File: src/pgb_pkg.sv
// Package for the pin bank: register map, field layout, timing constants
package pgb_pkg;
    localparam int PGB_NUM_PINS = 8;
    localparam int PGB_ADDR_W = 8;
    // Register byte offsets (one per pin, then interrupt registers and the input register)
    localparam logic [7:0] PGB_CFG_BASE = 8'h00;
    localparam logic [7:0] PGB_LVL2_OFS = 8'h20;
    localparam logic [7:0] PGB_LVL2_MASK_OFS = 8'h24;
    localparam logic [7:0] PGB_TOP_OFS = 8'h28;
    localparam logic [7:0] PGB_TOP_MASK_OFS = 8'h2C;
    localparam logic [7:0] PGB_IN_OFS = 8'h30;
    localparam logic [7:0] PGB_CFG_SPAN = 8'h20;
    // Per-pin configuration field positions
    localparam int PGB_F_OUT = 0;
    localparam int PGB_F_IN = 1;
    localparam int PGB_F_DIR = 2;
    localparam int PGB_F_DRV = 3;
    localparam int PGB_F_PU = 4;
    localparam int PGB_F_PD = 5;
    localparam int PGB_F_ALT = 6;
    localparam int PGB_F_EDGE = 8;
    localparam int PGB_F_DBNC = 10;
    // Reset config: input, high impedance, no interrupt
    localparam logic [11:0] PGB_CFG_RESET = 12'h004;
    localparam logic PGB_TOP_MASK_RESET = 1'b1;
    localparam logic [7:0] PGB_LVL2_MASK_RESET = 8'hFF;
    // Edge select encodings
    localparam logic [1:0] PGB_EDGE_NONE = 2'h0;
    localparam logic [1:0] PGB_EDGE_FALL = 2'h1;
    localparam logic [1:0] PGB_EDGE_RISE = 2'h2;
    localparam logic [1:0] PGB_EDGE_BOTH = 2'h3;
    // Debounce times in microseconds for the three nonzero settings
    localparam int PGB_CLK_MHZ = 40;
    localparam int PGB_DBNC_US_1 = 8;
    localparam int PGB_DBNC_US_2 = 16;
    localparam int PGB_DBNC_US_3 = 32;
    localparam int PGB_DBNC_W = 11;
    localparam logic [10:0] PGB_DBNC_CYC_1 = 11'(PGB_DBNC_US_1 * PGB_CLK_MHZ);
    localparam logic [10:0] PGB_DBNC_CYC_2 = 11'(PGB_DBNC_US_2 * PGB_CLK_MHZ);
    localparam logic [10:0] PGB_DBNC_CYC_3 = 11'(PGB_DBNC_US_3 * PGB_CLK_MHZ);
    // Pins with sequencer, clock and source-good alternate functions
    localparam logic [7:0] PGB_SEQ_PINS = 8'h87;
    localparam logic [7:0] PGB_CLK_PINS = 8'h70;
    localparam int PGB_GOOD_PIN = 3;

    typedef struct packed {
        logic [1:0] debounce_sel;
        logic [1:0] edge_select;
        logic rsv;
        logic alt_en;
        logic pulldown_en;
        logic pullup_en;
        logic drive_type;
        logic dir_sel;
        logic in_data;
        logic out_data;
    } pgb_cfg_t;

    typedef struct packed {
        logic [7:0] o;
        logic [7:0] oe;
        logic [7:0] pu;
        logic [7:0] pd;
    } pgb_pad_t;
endpackage

File: src/pgb_pin_bank.sv
// Eight-pin general purpose bank with debounce, edge interrupts and APB registers
`timescale 1ns/100ps
`default_nettype none
module pgb_pin_bank
    import pgb_pkg::*;
#(
    parameter int NUM_PINS = PGB_NUM_PINS
) (
    // Clock and reset
    input wire logic MCLK_IN,
    input wire logic SYS_RST_IN,
    // APB slave
    input wire logic PSEL_IN,
    input wire logic PENABLE_IN,
    input wire logic PWRITE_IN,
    input wire logic [PGB_ADDR_W-1:0] PADDR_IN,
    input wire logic [31:0] PWDATA_IN,
    output logic [31:0] PRDATA_OUT,
    output logic PREADY_OUT,
    output logic PSLVERR_OUT,
    // Pins
    input wire logic [NUM_PINS-1:0] PIN_IN,
    output logic [NUM_PINS-1:0] PIN_OUT,
    output logic [NUM_PINS-1:0] PIN_OE_OUT,
    output logic [NUM_PINS-1:0] PULLUP_EN_OUT,
    output logic [NUM_PINS-1:0] PULLDOWN_EN_OUT,
    // Alternate sources and results
    input wire logic [NUM_PINS-1:0] SEQ_LEVEL_IN,
    input wire logic CLK32K_IN,
    output logic SOURCE_GOOD_OUT,
    // Interrupt
    output logic IRQ_OUT,
    output logic IRQ_OUT_N_OUT
);
    pgb_cfg_t cfg [NUM_PINS];
    logic [NUM_PINS-1:0] sync1, sync2, filt, filt_d, in_data;
    logic [NUM_PINS-1:0] pin_edge_flag, lvl2_mask, edge_hit;
    logic [PGB_DBNC_W-1:0] dcnt [NUM_PINS];
    logic pinbank_top_flag, pinbank_top_mask;
    logic clk_s1, clk_s2;
    logic [NUM_PINS-1:0] seq_s1, seq_s2;
    logic access, wr, rd;
    logic [31:0] next_rdata;
    pgb_pad_t next_pad;

    function automatic logic [PGB_DBNC_W-1:0] dbnc_len(input logic [1:0] sel);
        unique case (sel)
            2'h0: dbnc_len = '0;
            2'h1: dbnc_len = PGB_DBNC_CYC_1;
            2'h2: dbnc_len = PGB_DBNC_CYC_2;
            2'h3: dbnc_len = PGB_DBNC_CYC_3;
        endcase
    endfunction

    function automatic logic is_cfg(input logic [PGB_ADDR_W-1:0] a);
        is_cfg = (a < PGB_CFG_SPAN) && (a[1:0] == 2'h0);
    endfunction

    assign access = PSEL_IN && PENABLE_IN;
    assign wr = access && PWRITE_IN;
    assign rd = access && !PWRITE_IN;

    always_ff @(posedge MCLK_IN) begin
        if (SYS_RST_IN) begin
            sync1 <= '0;
            sync2 <= '0;
            seq_s1 <= '0;
            seq_s2 <= '0;
            clk_s1 <= 1'b0;
            clk_s2 <= 1'b0;
        end else begin
            sync1 <= PIN_IN;
            sync2 <= sync1;
            seq_s1 <= SEQ_LEVEL_IN;
            seq_s2 <= seq_s1;
            clk_s1 <= CLK32K_IN;
            clk_s2 <= clk_s1;
        end
    end

    genvar g;
    generate
        for (g = 0; g < NUM_PINS; g++) begin : g_pin
            // Filter: accept a level once it held for the chosen time
            // Filtering runs in every mode, alternate included
            always_ff @(posedge MCLK_IN) begin
                if (SYS_RST_IN) begin
                    dcnt[g] <= '0;
                    filt[g] <= 1'b0;
                end else if (sync2[g] == filt[g]) begin
                    dcnt[g] <= '0;
                end else if (dcnt[g] >= dbnc_len(cfg[g].debounce_sel)) begin
                    filt[g] <= sync2[g];
                    dcnt[g] <= '0;
                end else begin
                    dcnt[g] <= dcnt[g] + 1'b1;
                end
            end
            always_comb begin
                unique case (cfg[g].edge_select)
                    PGB_EDGE_NONE: edge_hit[g] = 1'b0;
                    PGB_EDGE_FALL: edge_hit[g] = filt_d[g] && !filt[g];
                    PGB_EDGE_RISE: edge_hit[g] = !filt_d[g] && filt[g];
                    PGB_EDGE_BOTH: edge_hit[g] = filt_d[g] != filt[g];
                endcase
            end
        end
    endgenerate

    always_ff @(posedge MCLK_IN) begin
        if (SYS_RST_IN) begin
            filt_d <= '0;
            in_data <= '0;
        end else begin
            filt_d <= filt;
            in_data <= sync2;
        end
    end

    // Per-pin configuration registers
    always_ff @(posedge MCLK_IN) begin
        if (SYS_RST_IN) begin
            for (int i = 0; i < NUM_PINS; i++) begin
                cfg[i] <= pgb_cfg_t'(PGB_CFG_RESET);
            end
        end else if (wr && is_cfg(PADDR_IN)) begin
            cfg[PADDR_IN[4:2]] <= pgb_cfg_t'(PWDATA_IN[11:0]);
        end
    end

    // Edge flags; set wins over a write-one clear
    always_ff @(posedge MCLK_IN) begin
        if (SYS_RST_IN) begin
            pin_edge_flag <= '0;
        end else begin
            pin_edge_flag <= (pin_edge_flag & ~((wr && PADDR_IN == PGB_LVL2_OFS) ? PWDATA_IN[7:0] : 8'h00))
                | (edge_hit & ~lvl2_mask);
        end
    end

    // Top flag follows any pending edge flag
    always_ff @(posedge MCLK_IN) begin
        if (SYS_RST_IN) begin
            pinbank_top_flag <= 1'b0;
        end else begin
            pinbank_top_flag <= |pin_edge_flag;
        end
    end

    always_ff @(posedge MCLK_IN) begin
        if (SYS_RST_IN) begin
            lvl2_mask <= PGB_LVL2_MASK_RESET;
            pinbank_top_mask <= PGB_TOP_MASK_RESET;
        end else if (wr) begin
            if (PADDR_IN == PGB_LVL2_MASK_OFS) begin
                lvl2_mask <= PWDATA_IN[7:0];
            end
            if (PADDR_IN == PGB_TOP_MASK_OFS) begin
                pinbank_top_mask <= PWDATA_IN[0];
            end
        end
    end

    always_ff @(posedge MCLK_IN) begin
        if (SYS_RST_IN) begin
            IRQ_OUT <= 1'b0;
            IRQ_OUT_N_OUT <= 1'b1;
        end else begin
            IRQ_OUT <= pinbank_top_flag && !pinbank_top_mask;
            IRQ_OUT_N_OUT <= !(pinbank_top_flag && !pinbank_top_mask);
        end
    end

    // Pad drive decode
    always_comb begin
        next_pad = '0;
        for (int i = 0; i < NUM_PINS; i++) begin
            logic lvl;
            lvl = cfg[i].out_data;
            // Sequencer pins take the sequencer level
            if (cfg[i].alt_en && PGB_SEQ_PINS[i]) begin
                lvl = seq_s2[i];
            end
            // Clock pins take the 32kHz clock
            if (cfg[i].alt_en && PGB_CLK_PINS[i]) begin
                lvl = clk_s2;
            end
            // Push-pull drives both levels, open-drain only low
            if (!cfg[i].dir_sel) begin
                next_pad.o[i] = cfg[i].drive_type ? lvl : 1'b0;
                next_pad.oe[i] = cfg[i].drive_type ? 1'b1 : !lvl;
            end else begin
                next_pad.pu[i] = cfg[i].pullup_en && !cfg[i].pulldown_en;
                // Pull-down follows the documented bit pattern
                next_pad.pd[i] = cfg[i].pulldown_en && cfg[i].out_data && !cfg[i].pullup_en;
            end
        end
    end

    always_ff @(posedge MCLK_IN) begin
        if (SYS_RST_IN) begin
            PIN_OUT <= '0;
            PIN_OE_OUT <= '0;
            PULLUP_EN_OUT <= '0;
            PULLDOWN_EN_OUT <= '0;
            SOURCE_GOOD_OUT <= 1'b0;
        end else begin
            PIN_OUT <= next_pad.o;
            PIN_OE_OUT <= next_pad.oe;
            PULLUP_EN_OUT <= next_pad.pu;
            PULLDOWN_EN_OUT <= next_pad.pd;
            // Debounced level of pin 3 as source-good
            SOURCE_GOOD_OUT <= cfg[PGB_GOOD_PIN].alt_en && cfg[PGB_GOOD_PIN].dir_sel && filt[PGB_GOOD_PIN];
        end
    end

    // APB read mux; unmapped reads return zero with error
    always_comb begin
        next_rdata = '0;
        if (is_cfg(PADDR_IN)) begin
            next_rdata[11:0] = cfg[PADDR_IN[4:2]];
            next_rdata[PGB_F_IN] = in_data[PADDR_IN[4:2]];
        end else if (PADDR_IN == PGB_LVL2_OFS) begin
            next_rdata[7:0] = pin_edge_flag;
        end else if (PADDR_IN == PGB_LVL2_MASK_OFS) begin
            next_rdata[7:0] = lvl2_mask;
        end else if (PADDR_IN == PGB_TOP_OFS) begin
            next_rdata[0] = pinbank_top_flag;
        end else if (PADDR_IN == PGB_TOP_MASK_OFS) begin
            next_rdata[0] = pinbank_top_mask;
        end else if (PADDR_IN == PGB_IN_OFS) begin
            next_rdata[7:0] = in_data;
        end
    end

    // Zero-wait slave: ready is registered from setup so it is high in the first access cycle
    always_ff @(posedge MCLK_IN) begin
        if (SYS_RST_IN) begin
            PRDATA_OUT <= '0;
            PREADY_OUT <= 1'b0;
            PSLVERR_OUT <= 1'b0;
        end else begin
            PREADY_OUT <= PSEL_IN && !PENABLE_IN;
            PRDATA_OUT <= (PSEL_IN && !PWRITE_IN) ? next_rdata : '0;
            PSLVERR_OUT <= PSEL_IN && !PENABLE_IN && !(is_cfg(PADDR_IN) || PADDR_IN == PGB_LVL2_OFS
                || PADDR_IN == PGB_LVL2_MASK_OFS || PADDR_IN == PGB_TOP_OFS
                || PADDR_IN == PGB_TOP_MASK_OFS || PADDR_IN == PGB_IN_OFS);
        end
    end

    // Assertions; pin-specific ones watch the pins that scenarios drive
    a_irq_pin_level: assert property (@(posedge MCLK_IN) disable iff (SYS_RST_IN)
        (pinbank_top_flag && !pinbank_top_mask) |=> !IRQ_OUT_N_OUT)
        else $error("interrupt pin not asserted");
    a_irq_pin_clear: assert property (@(posedge MCLK_IN) disable iff (SYS_RST_IN)
        !(pinbank_top_flag && !pinbank_top_mask) |=> IRQ_OUT_N_OUT)
        else $error("interrupt pin asserted without cause");
    a_irq_high: assert property (@(posedge MCLK_IN) disable iff (SYS_RST_IN)
        (pinbank_top_flag && !pinbank_top_mask) |=> IRQ_OUT)
        else $error("interrupt level not asserted");
    a_top_follows_flags: assert property (@(posedge MCLK_IN) disable iff (SYS_RST_IN)
        (|pin_edge_flag) |=> pinbank_top_flag)
        else $error("top flag missing");
    a_top_clear: assert property (@(posedge MCLK_IN) disable iff (SYS_RST_IN)
        !(|pin_edge_flag) |=> !pinbank_top_flag)
        else $error("top flag without edge flag");
    a_edge_sets_flag: assert property (@(posedge MCLK_IN) disable iff (SYS_RST_IN)
        (|(edge_hit & ~lvl2_mask)) |=> (|pin_edge_flag))
        else $error("edge did not set flag");
    a_flag_sticky: assert property (@(posedge MCLK_IN) disable iff (SYS_RST_IN)
        !(wr && PADDR_IN == PGB_LVL2_OFS) |=> ((pin_edge_flag & $past(pin_edge_flag)) == $past(pin_edge_flag)))
        else $error("flag lost without clear");
    a_flag_clear: assert property (@(posedge MCLK_IN) disable iff (SYS_RST_IN)
        (wr && PADDR_IN == PGB_LVL2_OFS && PWDATA_IN[2] && !(edge_hit[2] && !lvl2_mask[2])) |=> !pin_edge_flag[2])
        else $error("flag not cleared");
    a_pushpull_drive: assert property (@(posedge MCLK_IN) disable iff (SYS_RST_IN)
        (!cfg[0].dir_sel && cfg[0].drive_type && !cfg[0].alt_en)
        |=> (PIN_OE_OUT[0] && PIN_OUT[0] == $past(cfg[0].out_data)))
        else $error("push-pull drive wrong");
    a_open_drain: assert property (@(posedge MCLK_IN) disable iff (SYS_RST_IN)
        (!cfg[0].dir_sel && !cfg[0].drive_type) |=> !PIN_OUT[0])
        else $error("open-drain drove high");
    a_open_drain_release: assert property (@(posedge MCLK_IN) disable iff (SYS_RST_IN)
        (!cfg[0].dir_sel && !cfg[0].drive_type && !cfg[0].alt_en) |=> PIN_OE_OUT[0] == !$past(cfg[0].out_data))
        else $error("open-drain enable wrong");
    a_input_no_drive: assert property (@(posedge MCLK_IN) disable iff (SYS_RST_IN)
        cfg[2].dir_sel |=> !PIN_OE_OUT[2])
        else $error("input pin driven");
    a_output_no_pull: assert property (@(posedge MCLK_IN) disable iff (SYS_RST_IN)
        !cfg[0].dir_sel |=> (!PULLUP_EN_OUT[0] && !PULLDOWN_EN_OUT[0]))
        else $error("pull on output pin");
    a_pullup_select: assert property (@(posedge MCLK_IN) disable iff (SYS_RST_IN)
        (cfg[1].dir_sel && cfg[1].pullup_en && !cfg[1].pulldown_en) |=> PULLUP_EN_OUT[1])
        else $error("pull-up not applied");
    a_pulldown_pattern: assert property (@(posedge MCLK_IN) disable iff (SYS_RST_IN)
        (cfg[1].dir_sel && cfg[1].pulldown_en && cfg[1].out_data && !cfg[1].pullup_en) |=> PULLDOWN_EN_OUT[1])
        else $error("pull-down not applied");
    a_sync_delay: assert property (@(posedge MCLK_IN) disable iff (SYS_RST_IN)
        ##3 in_data == $past(PIN_IN, 3))
        else $error("input sync depth wrong");
    a_filter_wait: assert property (@(posedge MCLK_IN) disable iff (SYS_RST_IN)
        $changed(filt[2]) |-> ($past(dcnt[2]) >= dbnc_len($past(cfg[2].debounce_sel))))
        else $error("filter changed early");
    a_seq_level: assert property (@(posedge MCLK_IN) disable iff (SYS_RST_IN)
        (cfg[0].alt_en && !cfg[0].dir_sel && cfg[0].drive_type) |=> PIN_OUT[0] == $past(seq_s2[0]))
        else $error("sequencer level not driven");
    a_clock_pin_drive: assert property (@(posedge MCLK_IN) disable iff (SYS_RST_IN)
        (cfg[4].alt_en && !cfg[4].dir_sel && cfg[4].drive_type) |=> PIN_OUT[4] == $past(clk_s2))
        else $error("clock not driven");
    a_source_good: assert property (@(posedge MCLK_IN) disable iff (SYS_RST_IN)
        (cfg[PGB_GOOD_PIN].alt_en && cfg[PGB_GOOD_PIN].dir_sel) |=> SOURCE_GOOD_OUT == $past(filt[PGB_GOOD_PIN]))
        else $error("source good level wrong");
    a_good_off: assert property (@(posedge MCLK_IN) disable iff (SYS_RST_IN)
        !(cfg[PGB_GOOD_PIN].alt_en && cfg[PGB_GOOD_PIN].dir_sel) |=> !SOURCE_GOOD_OUT)
        else $error("source good outside alternate mode");
    a_apb_ready: assert property (@(posedge MCLK_IN) disable iff (SYS_RST_IN)
        (PSEL_IN && !PENABLE_IN) |=> PREADY_OUT)
        else $error("ready late");
    a_ready_once: assert property (@(posedge MCLK_IN) disable iff (SYS_RST_IN)
        PREADY_OUT |=> !PREADY_OUT)
        else $error("ready held too long");
    c_edge_irq: cover property (@(posedge MCLK_IN) disable iff (SYS_RST_IN) $fell(IRQ_OUT_N_OUT));
    c_source_good: cover property (@(posedge MCLK_IN) disable iff (SYS_RST_IN) $rose(SOURCE_GOOD_OUT));
    c_flag_clear: cover property (@(posedge MCLK_IN) disable iff (SYS_RST_IN) $fell(pinbank_top_flag));
    c_clock_out: cover property (@(posedge MCLK_IN) disable iff (SYS_RST_IN) $rose(PIN_OUT[4]));
    c_pulldown: cover property (@(posedge MCLK_IN) disable iff (SYS_RST_IN) $rose(PULLDOWN_EN_OUT[1]));
endmodule
`default_nettype wire

File: config.mk
export PLATFORM = sky130hd
export DESIGN_NAME = pgb_pin_bank
export DESIGN_NICKNAME = d
export VERILOG_FILES = /design/src/pgb_pkg.sv /design/src/pgb_pin_bank.sv
export SDC_FILE = /design/constraint.sdc
export NUM_CORES = 1
export LEC_CHECK = 0
export CAP_MARGIN = 20
export CORE_ASPECT_RATIO = 0.6
export CORE_UTILIZATION = 55
export CTS_CLUSTER_SIZE = 20
export DETAILED_ROUTE_END_ITERATION = 8
export DONT_BUFFER_PORTS = 1
export GPL_ROUTABILITY_DRIVEN = 0
export PLACE_DENSITY = 0.7
export SYNTH_ARGS = -nofsm -noshare
export SYNTH_HDL_FRONTEND = slang
export SYNTH_SLANG_ARGS = --single-unit
File: constraint.sdc
create_clock -name MCLK_IN -period 3.9 [get_ports MCLK_IN]
set_input_delay 0.78 -clock MCLK_IN [delete_from_list [all_inputs] [get_ports MCLK_IN]]
set_output_delay 0.78 -clock MCLK_IN [all_outputs]
set_load 0.02 [all_outputs]
* Yosys cells after proc, flatten, opt, wreduce, memory -nomap -nowiden *
Memories as Yosys holds them, arrays and structs flattened.
Index checks and enable logic that the tools add are counted.

operators by class
  $add $sub $neg = 8
  $mul = 0
  divide/modulo/power cells = 0
  order comparisons = 10
  eq/ne operators = 69
  shifts and indexed selects = 0
  multiplexer cells = 178
  bitwise logic cells = 55
  reduce and logical (&&, ||, !) cells = 156

operators with widths
  cell                                           count
  2-to-1 mux 11 bit                              40
  case mux 11 bit (4 select lines)               8
  2-to-1 mux 1 bit                               112
  adder 11 x 1 -> 11 bit, second input constant  8
  greater-or-equal comparator 11 bit             8
  == test 2 bit, second input constant           32
  logical AND 1 bit                              51
  zero test 1 bit                                45
  == test 8 x 6 -> 1 bit, second input constant  5
  2-to-1 mux 8 bit                               5
  zero test 2 bit                                17
  OR reduction 2 bit                             17
  == test 2 x 1 -> 1 bit, second input constant  16
  case mux 1 bit (4 select lines)                8
  OR reduction 3 bit                             9
  inverter 1 bit                                 26
  OR 1 bit                                       24
  AND reduction 2 bit                            10
  AND 8 bit                                      2
  inverter 8 bit                                 2
  2-to-1 mux 7 bit                               2
  2-to-1 mux 12 bit                              1
  OR reduction 12 bit                            1
  == test 1 bit                                  8
  8 further kinds                                19

storage, ports and cells
  bits in registers = 145
  latch bits = 0
  RAM bits = 184
  ROM bits = 0
  input bits = 62
  word-level logic and storage cells = 538
  memories kept = 2

memories
  name  depth  bits a word  read ports  clocked after memory_dff  wr ports  line                text
  cfg   8      12           9           0                         8         pgb_pin_bank.sv:35  pgb_cfg_t cfg [NUM_PINS];
  dcnt  8      11           8           0                         8         pgb_pin_bank.sv:38  logic [PGB_DBNC_W-1:0] dcnt [NUM_PINS];

* Longest topological paths before layout *
An unclocked memory read counts as a cell.

  depth after elaboration = 12
  gate-level depth with buffers = 8
  depth with buffers taken out = 7

* Least setup slack after synthesis *
OpenSTA, ideal clock, no wires.

  path kind = input-to-reg
  from = in PADDR_IN[6]
  to = mem cfg[5][0] (netlist bit) (enable)
  library setup time = 0.394 ns
  data arrival time = 2.969 ns
  required time = 3.506 ns
  setup slack = 0.537 ns
  cell stages on the path = 5
  cells stage by stage = or4_1 > buf_2 > or4b_4 > buf_6 > o21ai_0

RTL lines
  element          line                text
  start, declared  pgb_pin_bank.sv:16  input wire logic [PGB_ADDR_W-1:0] PADDR_IN,
  end, declared    pgb_pin_bank.sv:35

==> impl_metrics.yaml <==
placed_design:
  dp_cells: 1655
  dp_hpwl_mm: 22.1
  io_buffers: 0
yosys:
  synth_cells: 1268
  synth.distinct_cells: 51
  yosys-top-cells-area: "edfxtp_1 (37%), dfxtp_1 (17%), ha_1 (6.4%)"
  ys_warn_count: 0
  synth_top_area_frac: 0.374
  ys_seq_area_frac: 0.540
  synth_edf_count: 176
  avgSynthCellArea_sq_um: 11.1
  async_reset_ff_frac: 0
  synth_ff_type: "edfxtp_1"
  synth_top_area_cell: "edfxtp_1"
  synth.cell_area_sq_mm: 0.0141
  synth-seq-cells: 293
global_route:
  antenna_found_initial: 0
  grt_start_max_net_pins: 94
  overflow: 0
  grt_pass1_vias: 8956
  grt_usage: 0.242
  grt_first_pass_wirelength_mm: 49.7
worst_setup_path:
  cp-end-kind: "register"
  start_kind: "primary input"
  rrSetupSlack_ns: 1.60
  r2r_end: "dcnt[1][9]"
  crit_required_ns: 4.31
  startpoint: "PADDR_IN[6]"
  ff2ff_path_depth: 6
  r2r-start: "dcnt[1][0]"
  cp_max_fo: 12
  cp.arrival_ns: 2.97
  crit_end: "cfg[6][5]"
  path_class: "in2reg"
pwr:
  p_per_area_mw_per_mm2: 424
  p_leak_nw: 5.94
  ir_worst_vdd_uv: 329
run_status:
  status: "completed"
timing:
  setup_tns_ns: 0
  hold_viol: 0
  timing.fmax_mhz: 391
  min_period_ns: 2.55
  fin_crit_sh: 0.655
  setup_viol: 0
  rsz0062_at_grt: "false"
  whs_ns: 0.285
  finalClockSkew_ns: 0.0229
  slew-limit-headroom: 0.456
  worst_pin_slew_ns: 0.813
  slew_violations: 0
floorplanning:
  fp.dieH_um: 126
  core-area_sq_mm: 0.0247
  dieArea_sq_mm: 0.0263
  num_rows: 44
  die_w_um: 209
  pin_count: 131
  initial_core_util: 0.572
cts:
  insertion_delay_ns: 0.56
  cts_inserted_buffers: 28
  htreeDepth: 1
  max-clock-path-buffers: 3
  postCtsSetupBuffers: 0
  root_buffer: "clkbuf_16"
  post_cts_resized: 0
  cts.sinks: 293
  cts_tree: "done"
  clkTransAtPathRegs_ns: 0.06
  hold_buffers: 0
layout:
  final_cells: 1707
  drive_gt1_frac: 0.0686
  n_antenna_cell: 0
  fin_nets: 1497
  post-route-util: 0.634
  syn2layout_area_growth_pct: 10.8
route:
  wire_per_inst_um: 18.1
  drt_pre_antenna_iters: 5
  drtAntennaViolNets: 0
  vias: 9428
  routed_wirelength_mm: 31.0
  drcViolationCount: 0
  vias_per_cell: 5.52
  drt_iter0_drc: 768
flow_run:
  drv_cap: 0
hold_path:
  hold_path_depth: 1
  worstHoldPathType: "in2reg"
## logic make-up after synthesis
group | Yosys count | share of synthesized area
compound gates | 112 | 0.0505
simple gates | 516 | 0.190
other cells | 2 | 0.000532
buf+inv | 136 | 0.0424
mux | 57 | 0.0625
fa+ha+maj | 72 | 0.0638
flops | 293 | 0.540
xor+xnor | 80 | 0.0496
## Yosys cell counts (all sizes together) (2+ instances only)
| cell | n |
|---|---|
| a2111o | 8 |
| a21oi | 36 |
| and2 | 80 |
| and3 | 13 |
| and4 | 11 |
| buf | 30 |
| clkbuf | 28 |
| conb | 2 |
| dfxtp | 117 |
| edfxtp | 176 |
| ha | 72 |
| inv | 77 |
| mux2 | 9 |
| mux2i | 24 |
| mux4 | 24 |
| nand2 | 105 |
| nand2b | 6 |
| nand3 | 29 |
| nand3b | 3 |
| nand4 | 14 |
| nor2 | 144 |
| nor2b | 38 |
| nor3 | 23 |
| nor4 | 7 |
| nor4b | 15 |
| nor4bb | 8 |
| o211ai | 7 |
| o21ai | 33 |
| o221ai | 8 |
| o22ai | 7 |
| o32ai | 7 |
| or3 | 8 |
| or4 | 8 |
| or4b | 2 |
| xnor2 | 50 |
| xor2 | 30 |
## worst max-delay path: stages
cell	delay [ns]
or4_1	0.66
or4b_4	0.70
nor2_1	0.60
and2_1	0.23
## metal layers
| layer | global-route usage | part of all wire | routed length (um) |
|---|---|---|---|
| met4 | 0.0536 | 0.017 | 519 |
| met1 | 0.373 | 0.48 | 14800 |
| met5 | 0 | 0 | 0 |
| met3 | 0.0693 | 0.099 | 3080 |
| met2 | 0.334 | 0.41 | 12600 |
## layout by cell type (no fill, tap or decap), drive strengths merged, types with 17 or more instances in the layout
cell type and n:
and2 80, inv 79, xnor2 50, mux4 24
clkbuf 44, xor2 30, nor3 23, buf 17
edfxtp 176, dfxtp 117, ha 72, nor2 144
o21ai 33, nand2 105, a21oi 36, mux2i 24
nand3 29, conb 108, nor2b 38
## sequential cells by signal, summed over array words and instances (netlist names), 4 cells and up
register         flops
PIN_OE_OUT           8
PIN_OUT              8
PRDATA_OUT          12
PULLDOWN_EN_OUT      8
PULLUP_EN_OUT        8
cfg                 88
dcnt                88
filt                 8
filt_d               8
in_data              8
lvl2_mask            8
pin_edge_flag        8
seq_s1               4
seq_s2               4
sync1                8
sync2                8
## stage by stage
| stage | instance area [sq um] | setup slack [ns] | total power [W] |
|---|---|---|---|
| final | 15600 | 1.35 | 0.00663 |
| after global routing | 15600 | 1.28 | 0.00685 |
| after CTS | 15600 | 1.38 | 0.00667 |
| after detailed placement | 14700 | 0.814 | 0.00397 |
| after global placement | 14700 | 0.876 | 0.00395 |
| after floorplan | 14500 | 0.537 | 0.00389 |
## layout make-up
class                      instances  area (sq um)
fill                            1993          9030
multi-input combinational        945          6290
sequential                       293          7630
timing repair buffer              17           128
inverter                          78           293
clock buffer                      44           805
tap                              322           403
clock inverter                     8          93.8
## worst min-delay path by stage
stage                          start            end
CTS                       PENABLE_IN     PREADY_OUT
global placement           seq_s1[2]      seq_s2[2]
global route              PENABLE_IN     PREADY_OUT
detailed placement         seq_s1[2]      seq_s2[2]
finish                    PENABLE_IN     PREADY_OUT
floorplan           pinbank_top_flag  IRQ_OUT_N_OUT
## power breakdown
part	switching, W	internal (W)
registers	0.000130	0.00340
clock network	0.00116	0.00155
logic	0.000214	0.000174
total	0.00151	0.00512
Note: power is estimated with default switching activity, not from simulation.
